$ cat config.mk
export PLATFORM = sky130hd
export DESIGN_NAME = idp_datapath
export DESIGN_NICKNAME = d
export VERILOG_FILES = /design/src/idp_pkg.sv /design/src/idp_datapath.sv
export VERILOG_INCLUDE_DIRS = /design/src
export SDC_FILE = /design/constraint.sdc
export NUM_CORES = 2
export LEC_CHECK = 0
export BUFFER_PORTS_ARGS = -buffer_cell sky130_fd_sc_hd__buf_2
export CORE_UTILIZATION = 49
export CTS_BUF_LIST = sky130_fd_sc_hd__clkbuf_16
export DETAILED_ROUTE_END_ITERATION = 10
export PLACE_DENSITY_LB_ADDON = 0.2
export SKIP_CTS_REPAIR_TIMING = 1
export SLEW_MARGIN = 25
export SYNTH_ARGS = -nofsm -noshare
export SYNTH_HDL_FRONTEND = slang
export SYNTH_SLANG_ARGS = --single-unit
$ cat constraint.sdc
create_clock -name clk -period 13.1 [get_ports clk]
set_input_delay 0.655 -clock clk [delete_from_list [all_inputs] [get_ports clk]]
set_output_delay 0.655 -clock clk [all_outputs]
set_load 0.01 [all_outputs]
$ cat src/idp_params.svh
`ifndef IDP_PARAMS_SVH
`define IDP_PARAMS_SVH
// Register indices; byte address is four times the index
`define IDP_IDX_STATUS  4'h0
`define IDP_IDX_CFG_LSB 4'h1
`define IDP_IDX_CFG_MSB 4'h2
`define IDP_IDX_CFG_USB 4'h3
`define IDP_IDX_FREQ0   4'h4
`define IDP_IDX_FREQ3   4'h7
`define IDP_IDX_PHASE0  4'h8
`define IDP_IDX_PHASE1  4'h9
`define IDP_IDX_GAIN_A  4'hA
`define IDP_IDX_GAIN_B  4'hB
`define IDP_IDX_OFFS_A  4'hC
`define IDP_IDX_OFFS_B  4'hD
// Field positions
`define IDP_F_MODE      1:0
`define IDP_F_SEL       3:2
`define IDP_B_FBYP      4
`define IDP_B_ISINC     5
`define IDP_B_NCO       0
`define IDP_B_SSB       1
`define IDP_B_SYNC      2
`define IDP_B_RSPECT    0
// Reset values
`define IDP_RST_CFG     8'h00
`define IDP_RST_FREQ    8'h00
`define IDP_RST_PHASE   8'h00
`define IDP_RST_GAIN    12'hFFF
`define IDP_RST_OFFS    11'h000
// Timing and arithmetic
`define IDP_NCO_MAX_MHZ 320
`define IDP_TRIG_ONE    16'sh4000
`define IDP_TRIG_FRAC   14
`endif

$ cat src/idp_pkg.sv
package idp_pkg;
  typedef enum logic [1:0] {IDP_DUAL, IDP_SSB, IDP_QMOD, IDP_RSVD} idp_mode_type;
  typedef logic signed [15:0] idp_trig_type;
endpackage

$ cat src/idp_datapath.sv
// Contract
// - Mode 00 filters A and B separately, no mixing.
// - Each path has four cascaded half-band stages then switchable inverse sinc.
// - Rate select enables 1 to 4 stages for 2x, 4x, 8x or 16x.
// - Full bypass routes samples around every interpolation stage.
// - Mode 01 mixes A = I*cos - Q*sin, B = I*sin + Q*cos.
// - Frequency is 32 bits in four registers, phase 16 bits in two.
// - Oscillator steps every DAC clock; valid only up to 320 MHz.
// - Oscillator off in mixing modes gives quarter-rate 1,0,-1,0 mixing.
// - Sideband select negates B in single-sideband mode.
// - Sine invert bit uses negated sine in the mixer.
// - Gain and offset per channel at indices 0x0A to 0x0D.
// - Offset is added to each channel just before the converter, except A in mode 10.
// - Gain code sets each converter's full-scale current.
// - Frequency is word*fdac/2^32, phase word*pi/2^15 added to accumulator.
// - Half-rate oscillator from zero gives two real +1/-1 up-conversion paths.
// - Strobe high with sync select 0 holds running accumulator at zero.
// - Mode 10 is quadrature modulation mixing I/Q to IF.
// - Quadrature mode holds converter A constant, mixer output to B.
// - Quadrature mode sideband select picks which mixer output feeds B.
// - Quadrature mode keeps gain and offset for converter B active.
`timescale 1ns/1ns
`include "idp_params.svh"
module idp_datapath
  import idp_pkg::*;
#(
  parameter int DW          = 16,
  parameter int AW          = 12,
  parameter int DAC_CLK_MHZ = 100
)
(
  input  wire logic                 clk,
  input  wire logic                 rst_n,
  input  wire logic                 psel,
  input  wire logic                 penable,
  input  wire logic                 pwrite,
  input  wire logic [AW-1:0]        paddr,
  input  wire logic [31:0]          pwdata,
  input  wire logic [3:0]           pstrb,
  output logic                      pready_r,
  output logic [31:0]               prdata_r,
  output logic                      pslverr_r,
  input  wire logic signed [DW-1:0] din_i,
  input  wire logic signed [DW-1:0] din_q,
  output logic                      data_req_r,
  input  wire logic                 phase_strobe,
  output logic signed [DW-1:0]      dac_a_r,
  output logic signed [DW-1:0]      dac_b_r,
  output logic [11:0]               gain_a_r,
  output logic [11:0]               gain_b_r
);

  localparam int WW = DW + 17;

  generate
    if (DW < 12 || AW < 6)
      $error("idp_datapath: DW must be at least 12 and AW at least 6");
    if (DAC_CLK_MHZ > `IDP_NCO_MAX_MHZ)
      $error("idp_datapath: oscillator mixing not valid above 320 MHz");
  endgenerate

  function automatic logic signed [DW-1:0] sat(input logic signed [WW-1:0] v);
    logic signed [WW-1:0] hi;
    logic signed [WW-1:0] lo;
    hi = WW'((2 ** (DW - 1)) - 1);
    lo = -hi - WW'(1);
    if (v > hi)
      return hi[DW-1:0];
    else if (v < lo)
      return lo[DW-1:0];
    else
      return v[DW-1:0];
  endfunction

  function automatic logic signed [DW-1:0] neg(input logic signed [DW-1:0] x);
    return sat(-WW'(x));
  endfunction

  function automatic logic signed [DW-1:0] avg(input logic signed [DW-1:0] a,
                                               input logic signed [DW-1:0] b);
    logic signed [DW:0] s;
    s = '0;
    s = {a[DW-1], a} + {b[DW-1], b};
    return s[DW:1];
  endfunction

  function automatic logic [15:0] wr16(input logic [15:0] old, input logic [31:0] wd,
                                       input logic [3:0] st);
    return {st[1] ? wd[15:8] : old[15:8], st[0] ? wd[7:0] : old[7:0]};
  endfunction

  function automatic idp_trig_type qtab(input logic [4:0] k);
    unique case (k)
      5'h00: return 16'sh0000;
      5'h01: return 16'sh0646;
      5'h02: return 16'sh0C7C;
      5'h03: return 16'sh1294;
      5'h04: return 16'sh187E;
      5'h05: return 16'sh1E2B;
      5'h06: return 16'sh238E;
      5'h07: return 16'sh289A;
      5'h08: return 16'sh2D41;
      5'h09: return 16'sh3179;
      5'h0A: return 16'sh3537;
      5'h0B: return 16'sh3871;
      5'h0C: return 16'sh3B21;
      5'h0D: return 16'sh3D3F;
      5'h0E: return 16'sh3EC5;
      5'h0F: return 16'sh3FB1;
      default: return `IDP_TRIG_ONE;
    endcase
  endfunction

  function automatic idp_trig_type sine(input logic [5:0] p);
    logic [4:0] q;
    q = {1'b0, p[3:0]};
    unique case (p[5:4])
      2'h0: return qtab(q);
      2'h1: return qtab(5'h10 - q);
      2'h2: return -qtab(q);
      default: return -qtab(5'h10 - q);
    endcase
  endfunction

  // Registers
  logic [7:0]  cfg_lsb_r;
  logic [7:0]  cfg_msb_r;
  logic [7:0]  cfg_usb_r;
  logic [7:0]  freq_r [4];
  logic [7:0]  phase_r [2];
  logic [10:0] offs_a_r;
  logic [10:0] offs_b_r;
  logic [31:0] acc_r;
  logic        phs_lvl_r;

  logic [3:0]  idx;
  logic        acc_ok;
  logic        wr_en;
  logic [31:0] rd_nxt;
  assign idx    = paddr[5:2];
  assign acc_ok = paddr[AW-1:6] == '0 && paddr[1:0] == 2'h0 && idx <= `IDP_IDX_OFFS_B;
  assign wr_en  = psel && penable && pready_r && pwrite && acc_ok;

  // APB handshake, one wait state
  always_ff @(posedge clk or negedge rst_n)
    if (!rst_n)
    begin
      pready_r  <= 1'b0;
      pslverr_r <= 1'b0;
      prdata_r  <= 32'h0000_0000;
    end
    else
    begin
      pready_r  <= psel && penable && !pready_r;
      pslverr_r <= psel && penable && !pready_r && !acc_ok;
      prdata_r  <= (psel && penable && !pready_r && !pwrite && acc_ok) ? rd_nxt : 32'h0;
    end

  always_comb
  begin
    rd_nxt = 32'h0000_0000;
    unique case (idx)
      `IDP_IDX_STATUS:  rd_nxt = {15'h0000, phs_lvl_r, acc_r[31:16]};
      `IDP_IDX_CFG_LSB: rd_nxt = {24'h000000, cfg_lsb_r};
      `IDP_IDX_CFG_MSB: rd_nxt = {24'h000000, cfg_msb_r};
      `IDP_IDX_CFG_USB: rd_nxt = {24'h000000, cfg_usb_r};
      4'h4, 4'h5, 4'h6, 4'h7: rd_nxt = {24'h000000, freq_r[idx[1:0]]};
      `IDP_IDX_PHASE0:  rd_nxt = {24'h000000, phase_r[0]};
      `IDP_IDX_PHASE1:  rd_nxt = {24'h000000, phase_r[1]};
      `IDP_IDX_GAIN_A:  rd_nxt = {20'h00000, gain_a_r};
      `IDP_IDX_GAIN_B:  rd_nxt = {20'h00000, gain_b_r};
      `IDP_IDX_OFFS_A:  rd_nxt = {21'h000000, offs_a_r};
      `IDP_IDX_OFFS_B:  rd_nxt = {21'h000000, offs_b_r};
      default:          rd_nxt = 32'h0000_0000;
    endcase
  end

  // Register writes
  always_ff @(posedge clk or negedge rst_n)
    if (!rst_n)
    begin
      cfg_lsb_r  <= `IDP_RST_CFG;
      cfg_msb_r  <= `IDP_RST_CFG;
      cfg_usb_r  <= `IDP_RST_CFG;
      freq_r     <= '{default: `IDP_RST_FREQ};
      phase_r    <= '{default: `IDP_RST_PHASE};
      gain_a_r   <= `IDP_RST_GAIN;
      gain_b_r   <= `IDP_RST_GAIN;
      offs_a_r   <= `IDP_RST_OFFS;
      offs_b_r   <= `IDP_RST_OFFS;
    end
    else if (wr_en && pstrb[0])
    begin
      unique case (idx)
        `IDP_IDX_CFG_LSB: cfg_lsb_r <= pwdata[7:0];
        `IDP_IDX_CFG_MSB: cfg_msb_r <= pwdata[7:0];
        `IDP_IDX_CFG_USB: cfg_usb_r <= pwdata[7:0];
        4'h4, 4'h5, 4'h6, 4'h7: freq_r[idx[1:0]] <= pwdata[7:0];
        `IDP_IDX_PHASE0:  phase_r[0] <= pwdata[7:0];
        `IDP_IDX_PHASE1:  phase_r[1] <= pwdata[7:0];
        `IDP_IDX_GAIN_A:  gain_a_r <= 12'(wr16({4'h0, gain_a_r}, pwdata, pstrb));
        `IDP_IDX_GAIN_B:  gain_b_r <= 12'(wr16({4'h0, gain_b_r}, pwdata, pstrb));
        `IDP_IDX_OFFS_A:  offs_a_r <= 11'(wr16({5'h00, offs_a_r}, pwdata, pstrb));
        `IDP_IDX_OFFS_B:  offs_b_r <= 11'(wr16({5'h00, offs_b_r}, pwdata, pstrb));
        default: ;
      endcase
    end
    else if (wr_en && pstrb[1])
    begin
      unique case (idx)
        `IDP_IDX_GAIN_A:  gain_a_r <= 12'(wr16({4'h0, gain_a_r}, pwdata, pstrb));
        `IDP_IDX_GAIN_B:  gain_b_r <= 12'(wr16({4'h0, gain_b_r}, pwdata, pstrb));
        `IDP_IDX_OFFS_A:  offs_a_r <= 11'(wr16({5'h00, offs_a_r}, pwdata, pstrb));
        `IDP_IDX_OFFS_B:  offs_b_r <= 11'(wr16({5'h00, offs_b_r}, pwdata, pstrb));
        default: ;
      endcase
    end

  idp_mode_type mode;
  logic [1:0]   rsel;
  logic         fbyp;
  logic         nco_on;
  logic         ssb;
  logic [31:0]  freq_w;
  logic [15:0]  phase_w;
  assign mode    = idp_mode_type'(cfg_lsb_r[`IDP_F_MODE]);
  assign rsel    = cfg_lsb_r[`IDP_F_SEL];
  assign fbyp    = cfg_lsb_r[`IDP_B_FBYP];
  assign nco_on  = cfg_msb_r[`IDP_B_NCO];
  assign ssb     = cfg_msb_r[`IDP_B_SSB];
  assign freq_w  = {freq_r[3], freq_r[2], freq_r[1], freq_r[0]};
  assign phase_w = {phase_r[1], phase_r[0]};

  // Phase strobe pin synchroniser, change taken when stages two and three agree
  logic [2:0] phs_q_r;
  always_ff @(posedge clk or negedge rst_n)
    if (!rst_n)
    begin
      phs_q_r   <= 3'h0;
      phs_lvl_r <= 1'b0;
    end
    else
    begin
      phs_q_r   <= {phs_q_r[1:0], phase_strobe};
      phs_lvl_r <= (phs_q_r[1] == phs_q_r[2]) ? phs_q_r[2] : phs_lvl_r;
    end

  // Oscillator accumulator
  always_ff @(posedge clk or negedge rst_n)
    if (!rst_n)
      acc_r <= 32'h0000_0000;
    else if (nco_on && !cfg_msb_r[`IDP_B_SYNC] && phs_lvl_r)
      acc_r <= 32'h0000_0000;
    else if (nco_on)
      acc_r <= acc_r + freq_w;

  // Quarter-rate sequence counter
  logic [1:0] qtr_r;
  always_ff @(posedge clk or negedge rst_n)
    if (!rst_n)
      qtr_r <= 2'h0;
    else
      qtr_r <= qtr_r + 2'h1;

  // Sine and cosine terms
  logic [15:0]  ph;
  idp_trig_type cos_r;
  idp_trig_type sin_r;
  idp_trig_type sin_t;
  idp_trig_type cos_t;
  assign ph = acc_r[31:16] + phase_w;
  always_comb
  begin
    if (nco_on)
    begin
      sin_t = sine(ph[15:10]);
      cos_t = sine(ph[15:10] + 6'h10);
    end
    else
    begin
      sin_t = qtr_r[0] ? (qtr_r[1] ? -`IDP_TRIG_ONE : `IDP_TRIG_ONE) : 16'sh0000;
      cos_t = qtr_r[0] ? 16'sh0000 : (qtr_r[1] ? -`IDP_TRIG_ONE : `IDP_TRIG_ONE);
    end
  end

  always_ff @(posedge clk or negedge rst_n)
    if (!rst_n)
    begin
      cos_r <= 16'sh0000;
      sin_r <= 16'sh0000;
    end
    else
    begin
      cos_r <= cos_t;
      sin_r <= cfg_usb_r[`IDP_B_RSPECT] ? -sin_t : sin_t;
    end

  // Sample request and capture
  logic [3:0]          cnt_r;
  logic [3:0]          top_msk;
  logic [3:0]          cnt_nxt;
  logic signed [DW-1:0] in_r [2];
  assign top_msk = 4'((5'h02 << rsel) - 5'h01);
  assign cnt_nxt = cnt_r + 4'h1;

  always_ff @(posedge clk or negedge rst_n)
    if (!rst_n)
    begin
      cnt_r      <= 4'h0;
      data_req_r <= 1'b0;
      in_r       <= '{default: '0};
    end
    else
    begin
      cnt_r      <= cnt_nxt;
      data_req_r <= fbyp || ((cnt_nxt & top_msk) == 4'h0);
      if (data_req_r)
        in_r <= '{din_i, din_q};
    end

  // Half-band interpolation cascade, stage 0 runs at the full rate
  logic signed [DW-1:0] hb_i  [2][4];
  logic signed [DW-1:0] hb_o  [2][4];
  logic signed [DW-1:0] prv_r [2][4];
  logic signed [DW-1:0] cur_r [2][4];
  logic signed [DW-1:0] out_r [2][4];

  for (genvar c = 0; c < 2; c++)
  begin : g_ch
    for (genvar j = 0; j < 4; j++)
    begin : g_hb
      localparam logic [3:0] MSK = 4'((5'h02 << j) - 5'h01);
      logic en;
      assign en = !fbyp && (j <= int'(rsel));
      if (j == 3)
      begin : g_top
        assign hb_i[c][j] = in_r[c];
      end
      else
      begin : g_mid
        assign hb_i[c][j] = hb_o[c][j+1];
      end
      assign hb_o[c][j] = en ? out_r[c][j] : hb_i[c][j];
      always_ff @(posedge clk or negedge rst_n)
        if (!rst_n)
        begin
          prv_r[c][j] <= '0;
          cur_r[c][j] <= '0;
          out_r[c][j] <= '0;
        end
        else
        begin
          if ((cnt_r & MSK) == 4'h0)
          begin
            prv_r[c][j] <= cur_r[c][j];
            cur_r[c][j] <= hb_i[c][j];
          end
          if ((cnt_r & (MSK >> 1)) == 4'h0)
            out_r[c][j] <= cnt_r[j] ? avg(prv_r[c][j], cur_r[c][j]) : cur_r[c][j];
        end
    end
  end

  // Complex mixer
  logic signed [DW-1:0] mi;
  logic signed [DW-1:0] mq;
  logic signed [DW-1:0] mx_a;
  logic signed [DW-1:0] mx_b;
  logic signed [DW-1:0] mix_a_r;
  logic signed [DW-1:0] mix_b_r;
  logic signed [WW-1:0] pa;
  logic signed [WW-1:0] pb;
  assign mi = hb_o[0][0];
  assign mq = hb_o[1][0];
  assign pa = WW'(mi) * WW'(cos_r) - WW'(mq) * WW'(sin_r);
  assign pb = WW'(mi) * WW'(sin_r) + WW'(mq) * WW'(cos_r);
  assign mx_a = sat(pa >>> `IDP_TRIG_FRAC);
  assign mx_b = sat(pb >>> `IDP_TRIG_FRAC);

  always_ff @(posedge clk or negedge rst_n)
    if (!rst_n)
    begin
      mix_a_r <= '0;
      mix_b_r <= '0;
    end
    else
    begin
      unique case (mode)
        IDP_SSB:
        begin
          mix_a_r <= mx_a;
          mix_b_r <= ssb ? neg(mx_b) : mx_b;
        end
        IDP_QMOD:
        begin
          mix_a_r <= '0;
          mix_b_r <= ssb ? mx_a : mx_b;
        end
        default:
        begin
          mix_a_r <= mi;
          mix_b_r <= mq;
        end
      endcase
    end

  // Inverse sinc, (-x0 + 18 x1 - x2) / 16
  logic signed [DW-1:0] s1_r [2];
  logic signed [DW-1:0] s2_r [2];
  logic signed [DW-1:0] mx  [2];
  logic signed [DW-1:0] is_y [2];
  assign mx = '{mix_a_r, mix_b_r};
  for (genvar c = 0; c < 2; c++)
  begin : g_isinc
    logic signed [WW-1:0] acc;
    assign acc = (WW'(s1_r[c]) <<< 4) + (WW'(s1_r[c]) <<< 1) - WW'(mx[c]) - WW'(s2_r[c]);
    assign is_y[c] = cfg_lsb_r[`IDP_B_ISINC] ? sat(acc >>> 4) : s1_r[c];
  end

  always_ff @(posedge clk or negedge rst_n)
    if (!rst_n)
    begin
      s1_r <= '{default: '0};
      s2_r <= '{default: '0};
    end
    else
    begin
      s1_r <= mx;
      s2_r <= s1_r;
    end

  // Offset addition at the converter input
  always_ff @(posedge clk or negedge rst_n)
    if (!rst_n)
    begin
      dac_a_r <= '0;
      dac_b_r <= '0;
    end
    else
    begin
      if (mode == IDP_QMOD)
        dac_a_r <= '0;
      else
        dac_a_r <= sat(WW'(is_y[0]) + WW'($signed(offs_a_r)));
      dac_b_r <= sat(WW'(is_y[1]) + WW'($signed(offs_b_r)));
    end

  // Gain codes drive the full-scale current of each converter directly

endmodule

==> qor.txt <==
status: complete, but fails checks
failing checks: negative hold slack
critical path's top delay family: adder cells
Max Clk Rate: 81.7 MHz
Synth warnings: 0
die width: 418 µm
first-pass GRT wire length: 368000 µm
most frequent cell after synthesis: inv_1
most instantiated cells after synthesis: inv_1, fa_1, nand2_1
Clock Tree Buf Depth: 3
DR vias/cell: 5.58
Post-Synthesis Cells: 8669
Worst EP required: 13.64 ns
Crit Path Max Fanout: 32
Max Cap Violations: 0
metal3 WL: 14300 µm
Yosys reg bits: 756
Least-Margin Pin Slew: 1.10 ns
io pins: 177
Fin. Hold Viols: 3
CORE AREA: 172000 µm²
Synth top area share: 0.296
total wire length: 232000 µm
non-filler cells, final: 11000
worst setup margin: 0.858 ns
Worst Hold Class: in -> async
most frequent CP cell: fa_1
gr usage total: 0.271
HPWL after detailed placement: 183000 µm
Top FF cell, synth: dfrtp_1
CP bufs+invs: 11
fin. max-slew vios: 0
Detailed Routing Iterations Pass 1: 6
post-synth cell types: 115
initial antenna violation count: 10
clock transition at the registers of the reported paths: 0.06 ns
slew margin rel.: 0.270
post-synthesis cell area: 84700 µm²
WL met2: 112000 µm
Layout area overhead: 7.15%
setup repair after global routing missed its margin: no
CTS tree: built
Post-synth EDFFs: 0
Tmin final: 12.24 ns
top cells by area, synth: fa_1, dfrtp_1, ha_1
largest area contributor in the netlist: fa_1
largest net degree at the start of global routing: 103
average routed wire per standard cell: 21.1 µm
CP startpoint kind: register
ys async rst share: 1.00
NumNets Final: 10500
Worst Skew: 0.0557 ns
period utilisation layout: 0.934
initial core utilization: 0.493
maximum vdd ir drop: 106 µV
Antenna Nets Post-Route: 0
vias in the first global route: 65200
clk sink count: 756
CP Class: reg -> reg
Mean Syn Cell Area: 9.77 µm²
DRC: 0
cell leakage power: 45.2 nW
Critical Path Slowest Stage Cell: mux2_2
CTS H-Tree Depth: 3
DRC marker count from the first detailed-route iteration: 3914
hold slack: -0.00852 ns
power density cells: 78.0 nW/µm²
top routing layer in use: met5
crit-path max cell delay: 0.82 ns
Design Area, Final: 90800 µm²
clk root buf: clkbuf_16
Clock Latency Late Sink: 0.72 ns
placed cell area: 87800 µm²
arrival time at the worst endpoint: 12.78 ns
critical path capture point type: register
total gr overflow: 0
Post-Place Cells: 10800
total CTS buffers: 83
via count: 61400
Die Height: 418 µm
# setup viols final: 0
pre-CTS setup slack: 0.985 ns
Rows: 152
Die Area: 175000 µm²
M1 wire length: 95900 µm
Port Buffers: 139
GP Congestion: 0.928
sequential share of the synthesized area: 0.224
share of cells above drive strength 1: 0.0972
Fillers: 15400
TNS Setup: 0 ns
cell usage in the layout (no fill, tap or decap), types with 24 or more instances in the layout:
cell       count
inv_1       1381
fa_1        1251
nand2_1     1016
dfrtp_1      722
ha_1         574
and2_1       479
a21oi_1      362
nor2_1       347
o21ai_0      345
mux2_2       305
xnor2_1      180
mux2i_1      158
buf_2        138
buf_4        130
xor2_1        91
nor3_1        89
clkbuf_16     83
a21o_1        82
nand3_1       66
o21a_1        48
nor2b_1       43
nand2b_1      35
a22o_1        33
o211ai_1      29
a21boi_0      27
a211oi_1      24
dfstp_2       24
worst reg2reg max path: cells and delay by family (launching register included):
kind	cells	cell delay, ns
compound gates	14	3.18
fa+ha+maj	11	4.79
buf+inv	11	1.26
flops	1	0.61
mux	1	0.83
simple gates	8	1.40
per-stage QoR:
stage               power (W)  hold WS, ns   util
floorplan             0.00399        0.331      -
global placement      0.00451        0.337  0.511
detailed placement    0.00458        0.339  0.511
CTS                   0.00716      0.00213  0.528
global route          0.00748       0.0317  0.529
finish                0.00708     -0.00852  0.529
power by group:
group          total (W)  internal (W)  leakage (nW)  switching (W)
Clock            0.00254       0.00151          1.47        0.00104
Combinational    0.00198      0.000811          34.5        0.00117
Sequential       0.00256       0.00247          9.18      0.0000936
path summary, 6_finish.rpt:
path / start / end / slack, ns / cells past startpoint
max in group asynchronous: rst_n / prv_r[104]$_DFFE_PN0N_ / 10.24 / 4
hold reg to reg: phs_q_r[0]$_DFF_PN0_ / phs_q_r[1]$_DFF_PN0_ / 0.35 / 0
min in group clk: phase_strobe / phs_q_r[0]$_DFF_PN0_ / 0.07 / 1
setup reg to reg: cfg_lsb_r[4]$_DFFE_PN0P_ / mix_b_r[2]$_DFF_PN0_ / 0.86 / 45
setup / recovery: cfg_lsb_r[4]$_DFFE_PN0P_ / mix_b_r[2]$_DFF_PN0_ / 0.86 / 45
hold / removal: rst_n / pslverr_r$_DFF_PN0_ / -0.009 / 1
cells by family after synthesis:
logic type | after synthesis | share of synthesized area
adders and majority gates | 1827 | 0.381
other | 1 | 0.0000443
xor gates and xnor gates | 277 | 0.0291
muxes | 473 | 0.0616
and+or+nand+nor | 2229 | 0.124
AOI/OAI and AO/OA | 1303 | 0.0996
DFF | 756 | 0.224
buffers and inverters | 1803 | 0.0811
cell type report:
type	count	area (µm²)	share of cell area
clock inverters	69	880	0.00969
well taps	2310	2890	0.0318
clock buffers	83	2080	0.0229
flip-flops and latches	756	19000	0.209
diodes	2	5.00	0.0000551
multi-input cells	6124	59000	0.650
inverters	1379	5180	0.0570
repair buffers	273	1740	0.0192
sequential cells by signal, indices dropped and copies added (netlist names), 17 cells and up:
signal,cells
acc_r,32
cur_r,128
freq_r,32
hb_i,32
out_r,128
prdata_r,17
prv_r,128
s1_r,32
s2_r,32
layer usage:
layer  vias to the layer above  GRT usage
met2                      1869      0.459
li1                      27600          -
met4                         6     0.0991
met1                     31300      0.353
met5                         -          0
met3                       492     0.0404
No activity file was read; power rests on OpenSTA's default activity.
